$ cat src/core/diag_pkg.sv
// Purpose: shared constants and types for the encoder fault diagnostics
// Assumes: 125 MHz system clock
// Notes:   times are kept in their own unit, cycle counts derived here
package diag_pkg;
   localparam int unsigned CLK_HZ          = 125_000_000;
   localparam int unsigned SAMPLE_RATE_HZ  = 10_000;
   localparam int unsigned SAMPLE_CYCLES   = CLK_HZ / SAMPLE_RATE_HZ;
   // power-up settling time in microseconds; a plain default, adjust per part
   localparam int unsigned POWERUP_SETTLE_US = 20_000;
   localparam int unsigned POWERUP_SETTLE_CYCLES =
      POWERUP_SETTLE_US * (CLK_HZ / 1_000_000);
   localparam int unsigned POS_W = 8;

   // field strength status from the analog front end
   typedef struct packed {
      logic too_strong;
      logic too_weak;
      logic rising;
      logic falling;
   } field_stat_t;

   // incremental output triple
   typedef struct packed {
      logic a;
      logic b;
      logic index;
   } incr_t;

   localparam incr_t INCR_ALL_HIGH = 3'h7;
   localparam incr_t INCR_IDLE     = 3'h0;
endpackage

$ cat src/core/encoder_fault_diagnostics.sv
// Purpose: diagnostic flags and power-up marking of the incremental outputs
// Assumes: angle front end supplies a position and a field status
// Notes:   resetn is the power-on reset; supply loss holds the pins low
//          externally, the logic drives the flags low while in reset

module encoder_fault_diagnostics
   import diag_pkg::*;
#(
   parameter int unsigned SAMPLE_CNT = SAMPLE_CYCLES,
   parameter int unsigned SETTLE_CNT = POWERUP_SETTLE_CYCLES
) (
   // clock and reset
   input  wire logic             clk,
   input  wire logic             resetn,
   // pins from outside
   input  wire logic             chip_select_n,
   input  wire field_stat_t      field_stat,
   input  wire logic [POS_W-1:0] position,
   // field flags, open drain
   output logic                  field_increase_flag_n_o,
   output logic                  field_increase_flag_n_oe,
   output logic                  field_decrease_flag_n_o,
   output logic                  field_decrease_flag_n_oe,
   // incremental outputs
   output incr_t                 incr_out,
   output logic                  startup_done
);
   typedef enum logic [1:0] {ST_WAIT_CS, ST_SETTLE, ST_RUN} mode_t;

   mode_t            mode_q;
   logic             cs_n_s;
   field_stat_t      fs_s;
   logic [31:0]      settle_q;
   logic [31:0]      tick_cnt_q;
   logic             tick_q;
   logic [POS_W-1:0] pos_q;
   logic             first_q;

   // chip select may be strapped at power-up; reset value high (inactive)
   sync2 #(.W(1), .RST_VAL(1'b1)) u_cs_sync (
      .clk    (clk),
      .resetn (resetn),
      .d      (chip_select_n),
      .q      (cs_n_s)
   );

   // status bits are slow levels; a one-cycle skew only delays a flag
   sync2 #(.W(4), .RST_VAL(4'h0)) u_fs_sync (
      .clk    (clk),
      .resetn (resetn),
      .d      (field_stat),
      .q      (fs_s)
   );

   // quadrature phase of a position: low two bits pick the A/B state
   function automatic incr_t quad_of(input logic [POS_W-1:0] p);
      incr_t r;
      r.a     = p[1];
      r.b     = p[1] ^ p[0];
      r.index = (p == '0);
      return r;
   endfunction

   // start-up sequence
   always_ff @(posedge clk or negedge resetn) begin
      if (!resetn) begin
         mode_q   <= ST_SETTLE;
         settle_q <= 32'h0;
      end else begin
         case (mode_q)
            ST_SETTLE: begin
               // compensation runs once after reset regardless of select
               if (settle_q >= SETTLE_CNT - 1) begin
                  mode_q <= cs_n_s ? ST_WAIT_CS : ST_RUN;
               end else begin
                  settle_q <= settle_q + 32'h1;
               end
            end
            ST_WAIT_CS: begin
               if (!cs_n_s) begin
                  mode_q <= ST_RUN;
               end
            end
            ST_RUN: mode_q <= ST_RUN;
            default: mode_q <= ST_SETTLE;
         endcase
      end
   end

   // sample period tick; free-running, so the first refresh after run
   // entry may come up to one period late
   always_ff @(posedge clk or negedge resetn) begin
      if (!resetn) begin
         tick_cnt_q <= 32'h0;
         tick_q     <= 1'b0;
      end else if (tick_cnt_q >= SAMPLE_CNT - 1) begin
         tick_cnt_q <= 32'h0;
         tick_q     <= 1'b1;
      end else begin
         tick_cnt_q <= tick_cnt_q + 32'h1;
         tick_q     <= 1'b0;
      end
   end

   // incremental outputs
   always_ff @(posedge clk or negedge resetn) begin
      if (!resetn) begin
         incr_out <= INCR_ALL_HIGH;
         pos_q    <= '0;
         first_q  <= 1'b1;
      end else if (mode_q != ST_RUN) begin
         incr_out <= INCR_ALL_HIGH;
      end else if (first_q) begin
         // load current position, suppress index on this first update
         pos_q          <= position;
         first_q        <= 1'b0;
         incr_out       <= quad_of(position);
         incr_out.index <= 1'b0;
      end else if (tick_q) begin
         pos_q    <= position;
         incr_out <= quad_of(position);
      end
   end

   // field flags: oe high pulls the pin low
   // rising and falling together is ambiguous: release both, do not guess
   always_ff @(posedge clk or negedge resetn) begin
      if (!resetn) begin
         field_increase_flag_n_oe <= 1'b1;
         field_decrease_flag_n_oe <= 1'b1;
      end else if (fs_s.too_strong || fs_s.too_weak) begin
         field_increase_flag_n_oe <= 1'b1;
         field_decrease_flag_n_oe <= 1'b1;
      end else begin
         field_increase_flag_n_oe <= fs_s.rising && !fs_s.falling;
         field_decrease_flag_n_oe <= fs_s.falling && !fs_s.rising;
      end
   end

   always_ff @(posedge clk or negedge resetn) begin
      if (!resetn) begin
         field_increase_flag_n_o <= 1'b0;
         field_decrease_flag_n_o <= 1'b0;
         startup_done            <= 1'b0;
      end else begin
         field_increase_flag_n_o <= 1'b0;
         field_decrease_flag_n_o <= 1'b0;
         startup_done            <= (mode_q == ST_RUN);
      end
   end
endmodule

$ cat src/core/sync2.sv
// Purpose: two-flip-flop synchroniser for pin inputs
// Assumes: single clock, asynchronous active-low reset
// Notes:   first stage feeds only the second stage
module sync2 #(
   parameter int          W       = 1,
   parameter logic [W-1:0] RST_VAL = '0
) (
   // clock and reset
   input  wire logic         clk,
   input  wire logic         resetn,
   // data
   input  wire logic [W-1:0] d,
   output logic      [W-1:0] q
);
   logic [W-1:0] meta_q;

   always_ff @(posedge clk or negedge resetn) begin
      if (!resetn) begin
         meta_q <= RST_VAL;
         q      <= RST_VAL;
      end else begin
         meta_q <= d;
         q      <= meta_q;
      end
   end
endmodule

$ cat config.mk
export PLATFORM = sky130hd
export DESIGN_NAME = encoder_fault_diagnostics
export DESIGN_NICKNAME = d
export VERILOG_FILES = /design/src/core/diag_pkg.sv /design/src/core/encoder_fault_diagnostics.sv /design/src/core/sync2.sv
export SDC_FILE = /design/constraint.sdc
export NUM_CORES = 1
export LEC_CHECK = 0
export BUFFER_PORTS_ARGS = -buffer_cell sky130_fd_sc_hd__buf_2
export CORE_MARGIN = 1
export CORE_UTILIZATION = 30
export DETAILED_ROUTE_END_ITERATION = 8
export PLACE_DENSITY = 0.57
export SYNTH_ARGS = -nofsm -noshare
export SYNTH_HDL_FRONTEND = slang
export SYNTH_SLANG_ARGS = --single-unit
export TNS_END_PERCENT = 30
$ cat constraint.sdc
create_clock -name clk -period 2.2 [get_ports clk]
set_input_delay 0 -clock clk [delete_from_list [all_inputs] [get_ports clk]]
set_output_delay 0 -clock clk [all_outputs]
set_load 0.05 [all_outputs]
==> out/metrics.sh, run 1 <==
YS_DOMINANT_REG_CELL='sky130_fd_sc_hd__dfrtp_1'
GP_CONGESTION=0.779
CTS_BUFFERS=9
CTS_TREE='yes'
TIMING.HOLD.WORST_ENDPOINT='incr_out[0]$_DFFE_PN1P_'
SYNTHESIS.AREA_UM2=3340
HOLD_PATH.CLASS='input port to flip-flop'
CRIT_PATH_MAX_FANOUT=11
CLK_SLEW_ON_WORST_S_H_PATHS_NS=0.08
DIE_HEIGHT_UM=107
CP_BUF_INV_COUNT=1
BUSIEST_LAYER='met2'
WORST_PATH_MAX_DELAY_CELL='sky130_fd_sc_hd__dfrtp_1'
GRT_OVERFLOW=0
FINALCOREUTILIZATION_PCT=37.0
DIODES=0
SEQUENTIAL_CELL_AREA_UM2=2110
POST-PLACE-WS_NS=0.113
DETAIL_ROUTE.VIAS_PER_CELL=4.38
CTS_MAX_PATH_BUFFERS=2
SYN-MEAN-INSTANCE-AREA_UM2=12.2
STATUS='finished clean'
GRT_USE_MET2_PCT=17.2
TOTAL_LEAKAGE_POWER_nW=1.84
WORST_EP_ARRIVAL_TIME_NS=2.37
MAX_FREQ_MHz=478
GRT_PASS1_VIAS=2110
ENDPOINTS_FAILING_HOLD=0
MULTIINPUTGATEAREA_UM2=1190
DR_TOTAL_VIAS=2065
MET1_USAGE_PCT=13.1
CLOCK_TREE.HTREE_LEVEL_COUNT=3
R2R_SLACK_NS=0.11
CRITICAL_PATH.STARTPOINT_TYPE='flip-flop'
CORE_UM2=10800
YS.WARNINGS.COUNT=0
DETAILED_PLACE_HPWL_UM=3510
TIGHTESTPINTRANSITION_NS=0.573
VDD_IR_DROP_MAX_V=0.000369
WORST_SLACK_NS=0.109
WORST_SLEW_MARGIN_REL_PCT=61.8
POST_SYNTH_AND_OR_NAND_NOR_AREA_FRACTION_PCT=18.7
REG_TO_REG_STARTPOINT='settle_q[10]$_DFFE_PN0P_'
NETLIST-CELL-TYPE-COUNT=42
SYNTHTOLAYOUTAREAGROWTH_PCT=20.1
YS_SEQ_ELEMENTS=84
MAX_CAP_VIOL_COUNT=0
CRITICAL_PATH.CELL_CHAIN='a211o_1 > a2111oi_4 > a21oi_4 > buf_4 > nor4b_2 > xnor2_1'
MET3_ROUTING_RESOURCE_USAGE_AFTER_GLOBAL_ROUTING_PCT=3.63
SYNTH_ASYNC_SR_FLOP_SHARE_PCT=100
ANTENNA_LEFT=0
POST_SYNTH_FA_HA_MAJ_AREA_FRACTION_PCT=1.12
GRT_ANTENNA_BEFORE_REPAIR=0
FINALNETCOUNT=344
NETLIST_INSTANCES=274
MIN_PATH_CELLS=4
FLOORPLAN.INITIALDENSITY_PCT=30.8
CRIT_REQUIRED_NS=2.48
MIN-DELAY-START='position[6]'
SETUP-VIOLATIONS-FINAL=0
UNREPAIRED_SETUP_ENDPOINTS_AFTER_GLOBAL_ROUTING='false'
TIMING.CLOCK.SKEW_NS=0.00946
DRCVIOLATIONCOUNT=0
SHARE_OF_THE_SYNTHESIZED_AREA_IN_COMPOUND_GATES_AO_OA_AOI_OAI_PCT=4.84
GRT_PASS1_WL_UM=9690
TNS_NS=0
SYNTH_EDF_COUNT=0
DRT_ITER0_MARKERS=72
TIMING.SETUP.CRITICAL_PATH_CLASS='flip-flop to flip-flop'
PATH_DELAY_FAMILY='compound AO/OA/AOI/OAI gates'
TIMING.FINAL.CRIT_PERIOD_NS=2.09
LAYOUT.CELLS.MOST_COMMON_LIST='sky130_fd_sc_hd__dfrtp_1 (75), sky130_fd_sc_hd__nor2_1 (32), sky130_fd_sc_hd__xor2_1 (27)'
POST_ROUTE_CELLS_DRIVE_ABOVE_1_SHARE_PCT=21.5
SYNTHXORXNORAREAFRAC_PCT=8.40
RR_WORST_DEPTH=6
CLOCK_INSERTION_DELAY_AT_THE_LATER_PIN_OF_THE_SKEW_REPORT_NS=0.35
DETAIL_ROUTE.WIRELENGTH_UM=5480
RR_ENDPOINT='settle_q[16]$_DFFE_PN0P_'
NUM_ROWS=38
LAYOUT_WORST_PATH_CYCLE_SHARE_PCT=95.1
CLOCK_TREE.ROOT_CELL='sky130_fd_sc_hd__clkbuf_8'
GRT_UTIL_ALL_LAYERS_PCT=10.8
MOSTFREQUENTLAYOUTCELL='sky130_fd_sc_hd__dfrtp_1'
LAYOUT.FILLER_CELLS=1063
PORTBUFFERS=20
GRT_START_MAX_NET_PINS=47
SYNTH_TOP_FAMILY_BY_AREA='simple AND/OR/NAND/NOR gates'
FP.DIEW_UM=107
CLOCK-SINKS=84
POWER_PER_CELL_AREA_nW_PER_UM2=723
END_KIND='flip-flop'
FP.DIEAREA_UM2=11600
WORST_SETUP_PATH_STARTPOINT='settle_q[10]$_DFFE_PN0P_'
DETAILED_ROUTER_ITERATION_COUNT_BEFORE_ANTENNA_REPAIR=4
SLOWEST_DELAY_NS=0.47
YOSYSSEQAREASHARE_PCT=63.3
WIRE_PER_INST_UM=11.6
DRV_SLEW=0
IO_PINS=23
SYNTH.MUX.AREA_FRACTION_PCT=0.337
==> tightest hold or removal path, delay by kind of cell <==
kind | cells | cell delay [ns]
AO/OA/AOI/OAI | 2 | 0.27
buffers and inverters | 1 | 0.07
AND/OR/NAND/NOR | 1 | 0.03
==> worst max path at each step <==
stage,end,slack [ns],depth (start not counted)
5_1_grt,settle_q[5]$_DFFE_PN0P_,0.006,6
3_5_place_dp,mode_q[1]$_DFFE_PN0P_,0.11,7
3_3_place_gp,mode_q[1]$_DFFE_PN0P_,0.18,7
4_1_cts,mode_q[1]$_DFFE_PN0P_,0.05,7
2_1_floorplan,settle_q[1]$_DFFE_PN0P_,0.21,6
6_report,settle_q[16]$_DFFE_PN0P_,0.11,6
==> per-stage QoR <==
step	std cells	cell area [µm²]	power, W	hold WS, ns
floorplan	293	3410	0.00166	-0.296
global placement	442	3650	0.00171	0.0335
detailed placement	442	3650	0.00171	0.0425
CTS	465	3950	0.00295	0.0329
global route	471	4010	0.00303	0.0451
finish	471	4010	0.00290	0.0306
==> power breakdown <==
group	switching (W)	internal [W]
Clock	0.000541	0.000677
Sequential	0.00000841	0.00158
Combinational	0.0000672	0.0000290
==> registers in the layout, summed over array words and instances, names as in the netlist <==
register / count
tick_q: 1
startup_done: 1
first_q: 1
u_cs_sync.q: 1
u_cs_sync.meta_q: 1
incr_out: 3
field_decrease_flag_n_oe: 1
u_fs_sync.meta_q: 4
field_increase_flag_n_oe: 1
mode_q: 2
u_fs_sync.q: 4
settle_q: 32
tick_cnt_q: 32
==> per-layer routing <==
layer / vias up / part of all wire [%] / wire length, µm
li1: 1020 / - / -
met1: 999 / 45 / 2480
met2: 34 / 49 / 2690
met3: 12 / 3.4 / 186
met4: 0 / 2.1 / 115
met5: - / 0 / 0
==> Yosys cell counts, drive strengths merged, types with 3 or more instances <==
| library cell | n | share of area, % |
|---|---|---|
| and4 | 3 | 0.79 |
| buf | 5 | 1.2 |
| clkbuf | 11 | 1.2 |
| dfrtp | 75 | 56 |
| dfstp | 9 | 7.1 |
| ha | 3 | 1.1 |
| inv | 6 | 0.67 |
| nand2 | 15 | 1.7 |
| nand3 | 18 | 2.7 |
| nand4 | 9 | 1.7 |
| nor2 | 33 | 3.8 |
| nor2b | 5 | 0.94 |
| nor3 | 12 | 2.7 |
| nor4 | 10 | 2.4 |
| o21ai | 6 | 0.90 |
| xnor2 | 5 | 1.3 |
| xor2 | 27 | 7.1 |
==> kinds of logic after synthesis <==
kind of cell / count (synthesis)
AO/OA/AOI/OAI: 18
XOR/XNOR: 32
adder cells (fa/ha/maj): 3
buffers and inverters: 22
flip-flops: 84
multiplexers: 1
other: 1
AND/OR/NAND/NOR: 113
==> layout make-up <==
class	instances	share of cell area, %
repair buffers	38	6.99
well taps	140	4.37
clock inverters	5	2.12
clock buffers	11	3.53
multi-input cells	187	29.7
flip-flops and latches	84	52.7
inverters	6	0.562
==> repair_timing <==
item                                   4_1_cts  5_1_grt
hold buffers                                 7        0
gates resized for setup                      0        1
setup endpoints to repair                    0        3
setup buffers                                0        6
endpoints found under the hold margin       48        0
No activity file was read; power rests on OpenSTA's default activity.
==> run 2: changes to the inputs <==
--- a/config.mk
+++ b/config.mk
@@ -5,6 +5,7 @@
 export SDC_FILE = /design/constraint.sdc
 export NUM_CORES = 1
 export LEC_CHECK = 0
+export ABC_AREA = 1
 export BUFFER_PORTS_ARGS = -buffer_cell sky130_fd_sc_hd__buf_2
 export CORE_MARGIN = 1
 export CORE_UTILIZATION = 30
==> constraint.sdc (replaced) <==
create_clock -name clk -period 2 [get_ports clk]
set_input_delay 0 -clock clk [delete_from_list [all_inputs] [get_ports clk]]
set_output_delay 0 -clock clk [all_outputs]
set_load 0.05 [all_outputs]
==> out/metrics.sh, run 2 <==
CLOCK_INSERTION_DELAY_AT_THE_LATER_PIN_OF_THE_SKEW_REPORT_NS=0.33  # -0.02 ns
DIODES=0  # unchanged
FINALNETCOUNT=503  # +46%
SETUP-VIOLATIONS-FINAL=0  # unchanged
POST-CTS-SETUP-BUFFER-COUNT=0  # unchanged
DETAILED_ROUTER_ITERATION_COUNT_BEFORE_ANTENNA_REPAIR=4  # unchanged
CRIT_PATH_MAX_FANOUT=13  # +2
TOP_REGS='settle_q (32), tick_cnt_q (32)'
TIMING.CLOCK.SKEW_NS=0.00583  # -0.00364 ns
FINALCOREUTILIZATION_PCT=37.4  # +0.38 points
SYNTH_ASYNC_SR_FLOP_SHARE_PCT=100  # unchanged
MIN-DELAY-START='position[0]'
CRIT_REQUIRED_NS=2.22  # -0.26 ns
RR_ENDPOINT='settle_q[19]$_DFFE_PN0P_'
HOLD_PATH.CLASS='input port to flip-flop'
CLK_SLEW_ON_WORST_S_H_PATHS_NS=0.06  # -0.02 ns
TNS_NS=0  # unchanged
YS.WARNINGS.COUNT=0  # unchanged
TIGHTESTPINTRANSITION_NS=0.577  # +0.00397 ns
CTS_TREE='yes'
END_KIND='flip-flop'
GRT_UTIL_ALL_LAYERS_PCT=12.3  # +1.5 points
DIE_HEIGHT_UM=114  # +5.8%
YOSYSSEQAREASHARE_PCT=56.5  # -6.8 points
DETAILED_PLACE_HPWL_UM=4810  # +37%
VDD_IR_DROP_MAX_V=0.000388  # +5.1%
GRT_ANTENNA_BEFORE_REPAIR=0  # unchanged
POWER_PER_CELL_AREA_nW_PER_UM2=797  # +10%
WIRE_PER_INST_UM=10.4  # -11%
GRT_START_MAX_NET_PINS=45  # -4.3%
CLOCK_TREE.HTREE_LEVEL_COUNT=3  # unchanged
DRCVIOLATIONCOUNT=0  # unchanged
DR_TOTAL_VIAS=2751  # +33%
SYNTH_EDF_COUNT=0  # unchanged
WORST_SLEW_MARGIN_REL_PCT=61.5  # -0.26 points
STATUS='finished clean'
NETLIST.AREA_LEADER.SHARE_PCT=50.2  # -6.1 points
DETAIL_ROUTE.WIRELENGTH_UM=6830  # +25%
DETAIL_ROUTE.VIAS_PER_CELL=4.18  # -4.6%
FP.DIEAREA_UM2=12900  # +12%
SYNTHTOPCELLSBYCOUNT='sky130_fd_sc_hd__nand2_1 (134), sky130_fd_sc_hd__nor2_1 (79), sky130_fd_sc_hd__dfrtp_1 (75), sky130_fd_sc_hd__nand3_1 (35), sky130_fd_sc_hd__inv_1 (27)'
CLOCK_TREE.ROOT_CELL='sky130_fd_sc_hd__clkbuf_16'
CTS_BUFFERS=9  # unchanged
SYNTHTOLAYOUTAREAGROWTH_PCT=20.5
NETLIST-CELL-TYPE-COUNT=30  # -29%
GRT_PASS1_VIAS=2855  # +35%
YS_DOMINANT_REG_CELL='sky130_fd_sc_hd__dfrtp_1'
MOSTFREQUENTLAYOUTCELL='sky130_fd_sc_hd__nand2_1'
PORTBUFFERS=20  # unchanged
R2R_SLACK_NS=0.23  # +0.12 ns
RR_WORST_DEPTH=9  # +3
WORST_SETUP_PATH_STARTPOINT='settle_q[1]$_DFFE_PN0P_'
CTS_MAX_PATH_BUFFERS=2  # unchanged
YS_SEQ_ELEMENTS=84  # unchanged
NUM_ROWS=40  # +5.3%
GP_CONGESTION=0.895  # +15%
FP.DIEW_UM=114  # +5.8%
SYN-MEAN-INSTANCE-AREA_UM2=8.52  # -30%
YOSYSMOSTFREQUENTCELL='sky130_fd_sc_hd__nand2_1'
LAYOUT.CELLS.MOST_COMMON_LIST='sky130_fd_sc_hd__nand2_1 (134), sky130_fd_sc_hd__nor2_1 (79), sky130_fd_sc_hd__dfrtp_1 (74)'
CLOCK-SINKS=84  # unchanged
FLOORPLAN.INITIALDENSITY_PCT=31.0  # +0.23 points
LAYOUT_WORST_PATH_CYCLE_SHARE_PCT=88.5  # -6.5 points
TOTAL_LEAKAGE_POWER_nW=2.07  # +13%
MAX_FREQ_MHz=565  # +18%
IO_PINS=23  # unchanged
SYNTHESIS.AREA_UM2=3740  # +12%
GRT_PASS1_WL_UM=12600  # +30%
SYNTH_LARGEST_AREA_CELL='sky130_fd_sc_hd__dfrtp_1'
ANTENNA_LEFT=0  # unchanged
TIMING.FINAL.CRIT_PERIOD_NS=1.77  # -0.321 ns
UNREPAIRED_SETUP_ENDPOINTS_AFTER_GLOBAL_ROUTING='false'
REG_TO_REG_STARTPOINT='settle_q[1]$_DFFE_PN0P_'
CORE_UM2=12100  # +11%
TIMING.SETUP.CRITICAL_PATH_CLASS='flip-flop to flip-flop'
TIMING.CRITICAL_PATH.TO='settle_q[19]$_DFFE_PN0P_'
CRITICAL_PATH.STARTPOINT_TYPE='flip-flop'
ENDPOINTS_FAILING_HOLD=0  # unchanged
DRT_ITER0_MARKERS=159  # +120%
YOSYS-TOP-CELLS-AREA='sky130_fd_sc_hd__dfrtp_1 (50%), sky130_fd_sc_hd__nand2_1 (13%), sky130_fd_sc_hd__nor2_1 (7.9%)'
GRT_OVERFLOW=0  # unchanged
NETLIST_INSTANCES=439  # +60%
MAX_CAP_VIOL_COUNT=0  # unchanged
DRV_SLEW=0  # unchanged
POST_ROUTE_CELLS_DRIVE_ABOVE_1_SHARE_PCT=11.8  # -9.6 points
WORST_EP_ARRIVAL_TIME_NS=1.99  # -0.38 ns
[run 2: logic make-up (layout without fill, tap and decap cells)]
family	after synthesis	after routing	share of synthesized area, %
compound gates	16	16	2.34
xor+xnor	21	21	4.91
fa+ha+maj	3	3	1.00
buf+inv	46	78	5.38
flops	84	84	56.5
other cells	1	20	0.100
simple gates	268	268	29.8
[run 2: through the flow]
step | hold WS [ns] | setup WS (ns) | std cells | power [W] | instance area, µm²
floorplan | -0.296 | 0.501 | 458 | 0.00182 | 3810
global placement | 0.0349 | 0.276 | 631 | 0.00188 | 4070
detailed placement | 0.0445 | 0.178 | 631 | 0.00188 | 4070
CTS | 0.146 | 0.151 | 658 | 0.00365 | 4500
global route | 0.200 | 0.0600 | 658 | 0.00375 | 4510
finish | 0.164 | 0.230 | 658 | 0.00359 | 4510
[run 2: final cells by class]
cell class	instances	area, µm²
fillers	1209	7550
flip-flops and latches	84	2110
multi-input cells	328	1510
repair buffers	35	255
clock buffers	9	225
well taps	168	210
inverters	27	101
clock inverters	7	91.3
[run 2: critical path, cell delays in order, from the launching register on]
cell and delay, ns:
sky130_fd_sc_hd__dfrtp_1 0.41, sky130_fd_sc_hd__ha_2 0.25, sky130_fd_sc_hd__nand3_2 0.14, sky130_fd_sc_hd__o21ai_1 0.15, sky130_fd_sc_hd__nand2_1 0.07, sky130_fd_sc_hd__nand2_1 0.08, sky130_fd_sc_hd__nand2_2 0.16, sky130_fd_sc_hd__buf_4 0.25
sky130_fd_sc_hd__nand3_1 0.10, sky130_fd_sc_hd__nand2_1 0.05
[run 2: worst min path at each step]
stage | endpoint | cells past startpoint
after floorplan | mode_q[1]$_DFFE_PN0P_ | 0
after global placement | tick_cnt_q[22]$_DFF_PN0_ | 1
after detailed placement | tick_cnt_q[23]$_DFF_PN0_ | 1
after CTS | incr_out[1]$_DFFE_PN1P_ | 5
after global routing | incr_out[1]$_DFFE_PN1P_ | 5
final | incr_out[1]$_DFFE_PN1P_ | 5
[run 2: where the power goes]
part / internal [W] / switching, W / total [W]
Sequential: 0.00174 / 0.00000962 / 0.00175
Clock: 0.00109 / 0.000642 / 0.00173
Combinational: 0.0000372 / 0.0000785 / 0.000116
Total: 0.00286 / 0.000730 / 0.00359
[run 2: layer usage]
metal / share of wire (%) / up-vias / track usage, %
met5: 0 / - / 0
met4: 0.83 / 0 / 5.70
met3: 4.1 / 5 / 3.51
met2: 47 / 53 / 19.5
met1: 48 / 1267 / 15.5
li1: - / 1426 / -
[run 2: repair_timing]
| item | CTS | global route |
|---|---|---|
| endpoints found under the setup margin | 0 | 3 |
| gates resized for setup | 0 | 3 |
| hold buffers | 11 | 0 |
| endpoints found under the hold margin | 48 | 0 |
==> run 3: changes to the inputs <==
--- a/config.mk
+++ b/config.mk
@@ -5,7 +5,7 @@
 export SDC_FILE = /design/constraint.sdc
 export NUM_CORES = 1
 export LEC_CHECK = 0
-export ABC_AREA = 1
+export ABC_AREA = 0
 export BUFFER_PORTS_ARGS = -buffer_cell sky130_fd_sc_hd__buf_2
 export CORE_MARGIN = 1
 export CORE_UTILIZATION = 30
==> out/metrics.sh, run 3 (same netlist as run 1, synthesis figures left out) <==
TIMING.CLOCK.SKEW_NS=0.00774  # +0.00191 ns
FP.DIEW_UM=107  # -5.5%
LAYOUT_WORST_PATH_CYCLE_SHARE_PCT=97.9  # +9.4 points
VDD_IR_DROP_MAX_V=0.000447  # +15%
CLOCK_INSERTION_DELAY_AT_THE_LATER_PIN_OF_THE_SKEW_REPORT_NS=0.35  # +0.02 ns
MET3ROUTEDLENGTH_UM=234  # -16%
CRIT_REQUIRED_NS=2.28  # +0.06 ns
NUM_ROWS=38  # -5.0%
CLOCK_TREE.HTREE_LEVEL_COUNT=3  # unchanged
GRT_START_MAX_NET_PINS=52  # +16%
WORST_EP_ARRIVAL_TIME_NS=2.23  # +0.24 ns
MAXUSEDROUTINGLAYER='met4'
R2R_SLACK_NS=0.04  # -0.19 ns
POWER_REPORT.INTERNAL_TOTAL_W=0.00238  # -17%
FLOORPLAN.INITIALDENSITY_PCT=30.8  # -0.23 points
REG_TO_REG_STARTPOINT='settle_q[10]$_DFFE_PN0P_'
WORST_SETUP_PATH_STARTPOINT='settle_q[10]$_DFFE_PN0P_'
POWER.SWITCHING_FRACTION_PCT=20.9  # +0.64 points
WL_MET2_UM=2620  # -19%
GRT_UTIL_ALL_LAYERS_PCT=10.9  # -1.4 points
DIODES=0  # unchanged
CRIT_PATH_MAX_FANOUT=6  # -7
SEQ_POWER_SHARE_PCT=58.0  # +9.3 points
DRCVIOLATIONCOUNT=0  # unchanged
DETAIL_ROUTE.VIAS_PER_CELL=4.39  # +5.0%
COMBINATIONALPOWERSHARE_PCT=3.5  # +0.3 points
HOLD_PATH.CLASS='input port to flip-flop'
TIMING.CRITICAL_PATH.TO='settle_q[16]$_DFFE_PN0P_'
GRT_PASS1_VIAS=2149  # -25%
DIE_HEIGHT_UM=107  # -5.5%
DR_TOTAL_VIAS=2115  # -23%
FP.DIEAREA_UM2=11600  # -11%
END_KIND='flip-flop'
TIGHTESTPINTRANSITION_NS=0.502  # -0.0749 ns
SYNTHTOLAYOUTAREAGROWTH_PCT=21.7
RR_ENDPOINT='settle_q[16]$_DFFE_PN0P_'
CLOCK_POWER_SHARE_PCT=38.5  # -9.6 points
CLOCK-SINKS=84  # unchanged
RR_WORST_DEPTH=6  # -3
CORE_UM2=10800  # -10%
CRITICAL_PATH.STARTPOINT_TYPE='flip-flop'
DETAIL_ROUTE.WIRELENGTH_UM=5470  # -20%
FINALCOREUTILIZATION_PCT=37.5  # +0.10 points
MAX_FREQ_MHz=511  # -9.6%
CTS_MAX_PATH_BUFFERS=2  # unchanged
TOP_REGS='settle_q (32), tick_cnt_q (32)'
GRT_OVERFLOW=0  # unchanged
SLOWEST_DELAY_NS=0.40  # about the same
DRT_ITER0_MARKERS=88  # -45%
TOTAL_LEAKAGE_POWER_nW=1.87  # -9.8%
FINALNETCOUNT=355  # -29%
WIRE_PER_INST_UM=11.4  # +9.3%
DETAILED_PLACE_HPWL_UM=3650  # -24%
POST_ROUTE_CELLS_DRIVE_ABOVE_1_SHARE_PCT=23.1  # +11 points
CTS_BUFFERS=9  # unchanged
POST_LAYOUT_NONFILLER_INSTANCES=482  # -27%
HOLDWS_NS=0.0214  # -0.143 ns
WORST_SLEW_MARGIN_REL_PCT=66.4  # +4.9 points
TIMING.FINAL.CRIT_PERIOD_NS=1.96  # +0.187 ns
POWER_PER_CELL_AREA_nW_PER_UM2=741  # -7.0%
GRT_PASS1_WL_UM=9580  # -24%
MIN-DELAY-START='position[6]'
CLK_SLEW_ON_WORST_S_H_PATHS_NS=0.07  # about the same
GP_CONGESTION=0.765  # -15%
UNREPAIRED_SETUP_ENDPOINTS_AFTER_GLOBAL_ROUTING='true'
CRITICAL_PATH.CELL_CHAIN='a211o_1 > a2111oi_4 > a21oi_4 > buf_4 > nor4b_4 > xnor2_1'
PORTBUFFERS=20  # unchanged
CLOCK_TREE.ROOT_CELL='sky130_fd_sc_hd__clkbuf_8'
DETAILED_ROUTER_ITERATION_COUNT_BEFORE_ANTENNA_REPAIR=4  # unchanged
DRV_SLEW=0  # unchanged
TIMING.SETUP.CRITICAL_PATH_CLASS='flip-flop to flip-flop'
WORST_PATH_MAX_DELAY_CELL='sky130_fd_sc_hd__a2111oi_4'
LAYOUT.CELLS.MOST_COMMON_LIST='sky130_fd_sc_hd__dfrtp_1 (75), sky130_fd_sc_hd__nor2_1 (32), sky130_fd_sc_hd__xor2_1 (27)'
WL_MET1_UM=2510  # -23%
GRT_ANTENNA_BEFORE_REPAIR=0  # unchanged
CTS_TREE='yes'
POWER.NET_SWITCHING_W=0.000631  # -14%
STATUS='finished clean'
IO_PINS=23  # unchanged
SETUP-VIOLATIONS-FINAL=0  # unchanged
MOSTFREQUENTLAYOUTCELL='sky130_fd_sc_hd__dfrtp_1'
ANTENNA_LEFT=0  # unchanged
ENDPOINTS_FAILING_HOLD=0  # unchanged
PLACED_CELLS=455  # -28%
MAX_CAP_VIOL_COUNT=0  # unchanged
==> run 3: routing by layer <==
layer / vias up / GRT usage, %
met3: 14 / 4.30
met2: 34 / 16.9
met1: 1027 / 12.8
li1: 1040 / -
met5: - / 0
met4: 0 / 5.97
==> run 3: through the flow <==
| stage | TNS (ns) | total power (W) | setup slack (ns) | area [µm²] |
|---|---|---|---|---|
| after floorplan | 0 | 0.00182 | 0.00645 | 3410 |
| after global placement | 0 | 0.00188 | 0.0794 | 3750 |
| after detailed placement | 0 | 0.00188 | 0.0267 | 3750 |
| after CTS | 0 | 0.00307 | 0.0133 | 4010 |
| after global routing | -0.116 | 0.00315 | -0.0481 | 4060 |
| final | 0 | 0.00301 | 0.0425 | 4060 |
==> run 3: repair_timing <==
action,4_1_cts,5_1_grt
gates resized for setup,0,3
hold buffers,7,0
setup buffers,0,3
endpoints found under the setup margin,0,25
endpoints found under the hold margin,53,0
==> run 3: power by group through the flow <==
stage / logic [W] / registers, W / clock network [W]
2_1_floorplan: 0.0000237 / 0.00180 / 0
3_3_place_gp: 0.0000975 / 0.00178 / 0
5_1_grt: 0.000121 / 0.00175 / 0.00128
3_5_place_dp: 0.0000994 / 0.00178 / 0
6_report: 0.000106 / 0.00175 / 0.00116
4_1_cts: 0.000110 / 0.00175 / 0.00122
==> run 3: area by class of cell <==
cell class	instances	area, µm²
clock inverter	2	35.0
tap	140	175
multi-input combinational	188	1220
sequential	84	2110
inverter	6	22.5
fill	1084	6780
clock buffer	14	153
timing repair buffer	48	343
==> run 3: worst max-delay path: cells and delay by family, from the launching register on <==
family	cells	cell delay (ns)
AO/OA/AOI/OAI	3	0.89
flip-flops	1	0.39
AND/OR/NAND/NOR	1	0.27
buffers and inverters	1	0.17
XOR/XNOR	1	0.15
==> run 3: how the worst min path moves through the flow <==
| stage | endpoint | slack (ns) | cells past startpoint |
|---|---|---|---|
| finish | incr_out[0]$_DFFE_PN1P_ | 0.02 | 4 |
| floorplan | mode_q[1]$_DFFE_PN0P_ | -0.30 | 0 |
| global placement | tick_cnt_q[9]$_DFF_PN0_ | -0.03 | 1 |
| detailed placement | tick_cnt_q[9]$_DFF_PN0_ | -0.02 | 1 |
| global route | incr_out[0]$_DFFE_PN1P_ | 0.04 | 4 |
| CTS | incr_out[0]$_DFFE_PN1P_ | 0.01 | 4 |
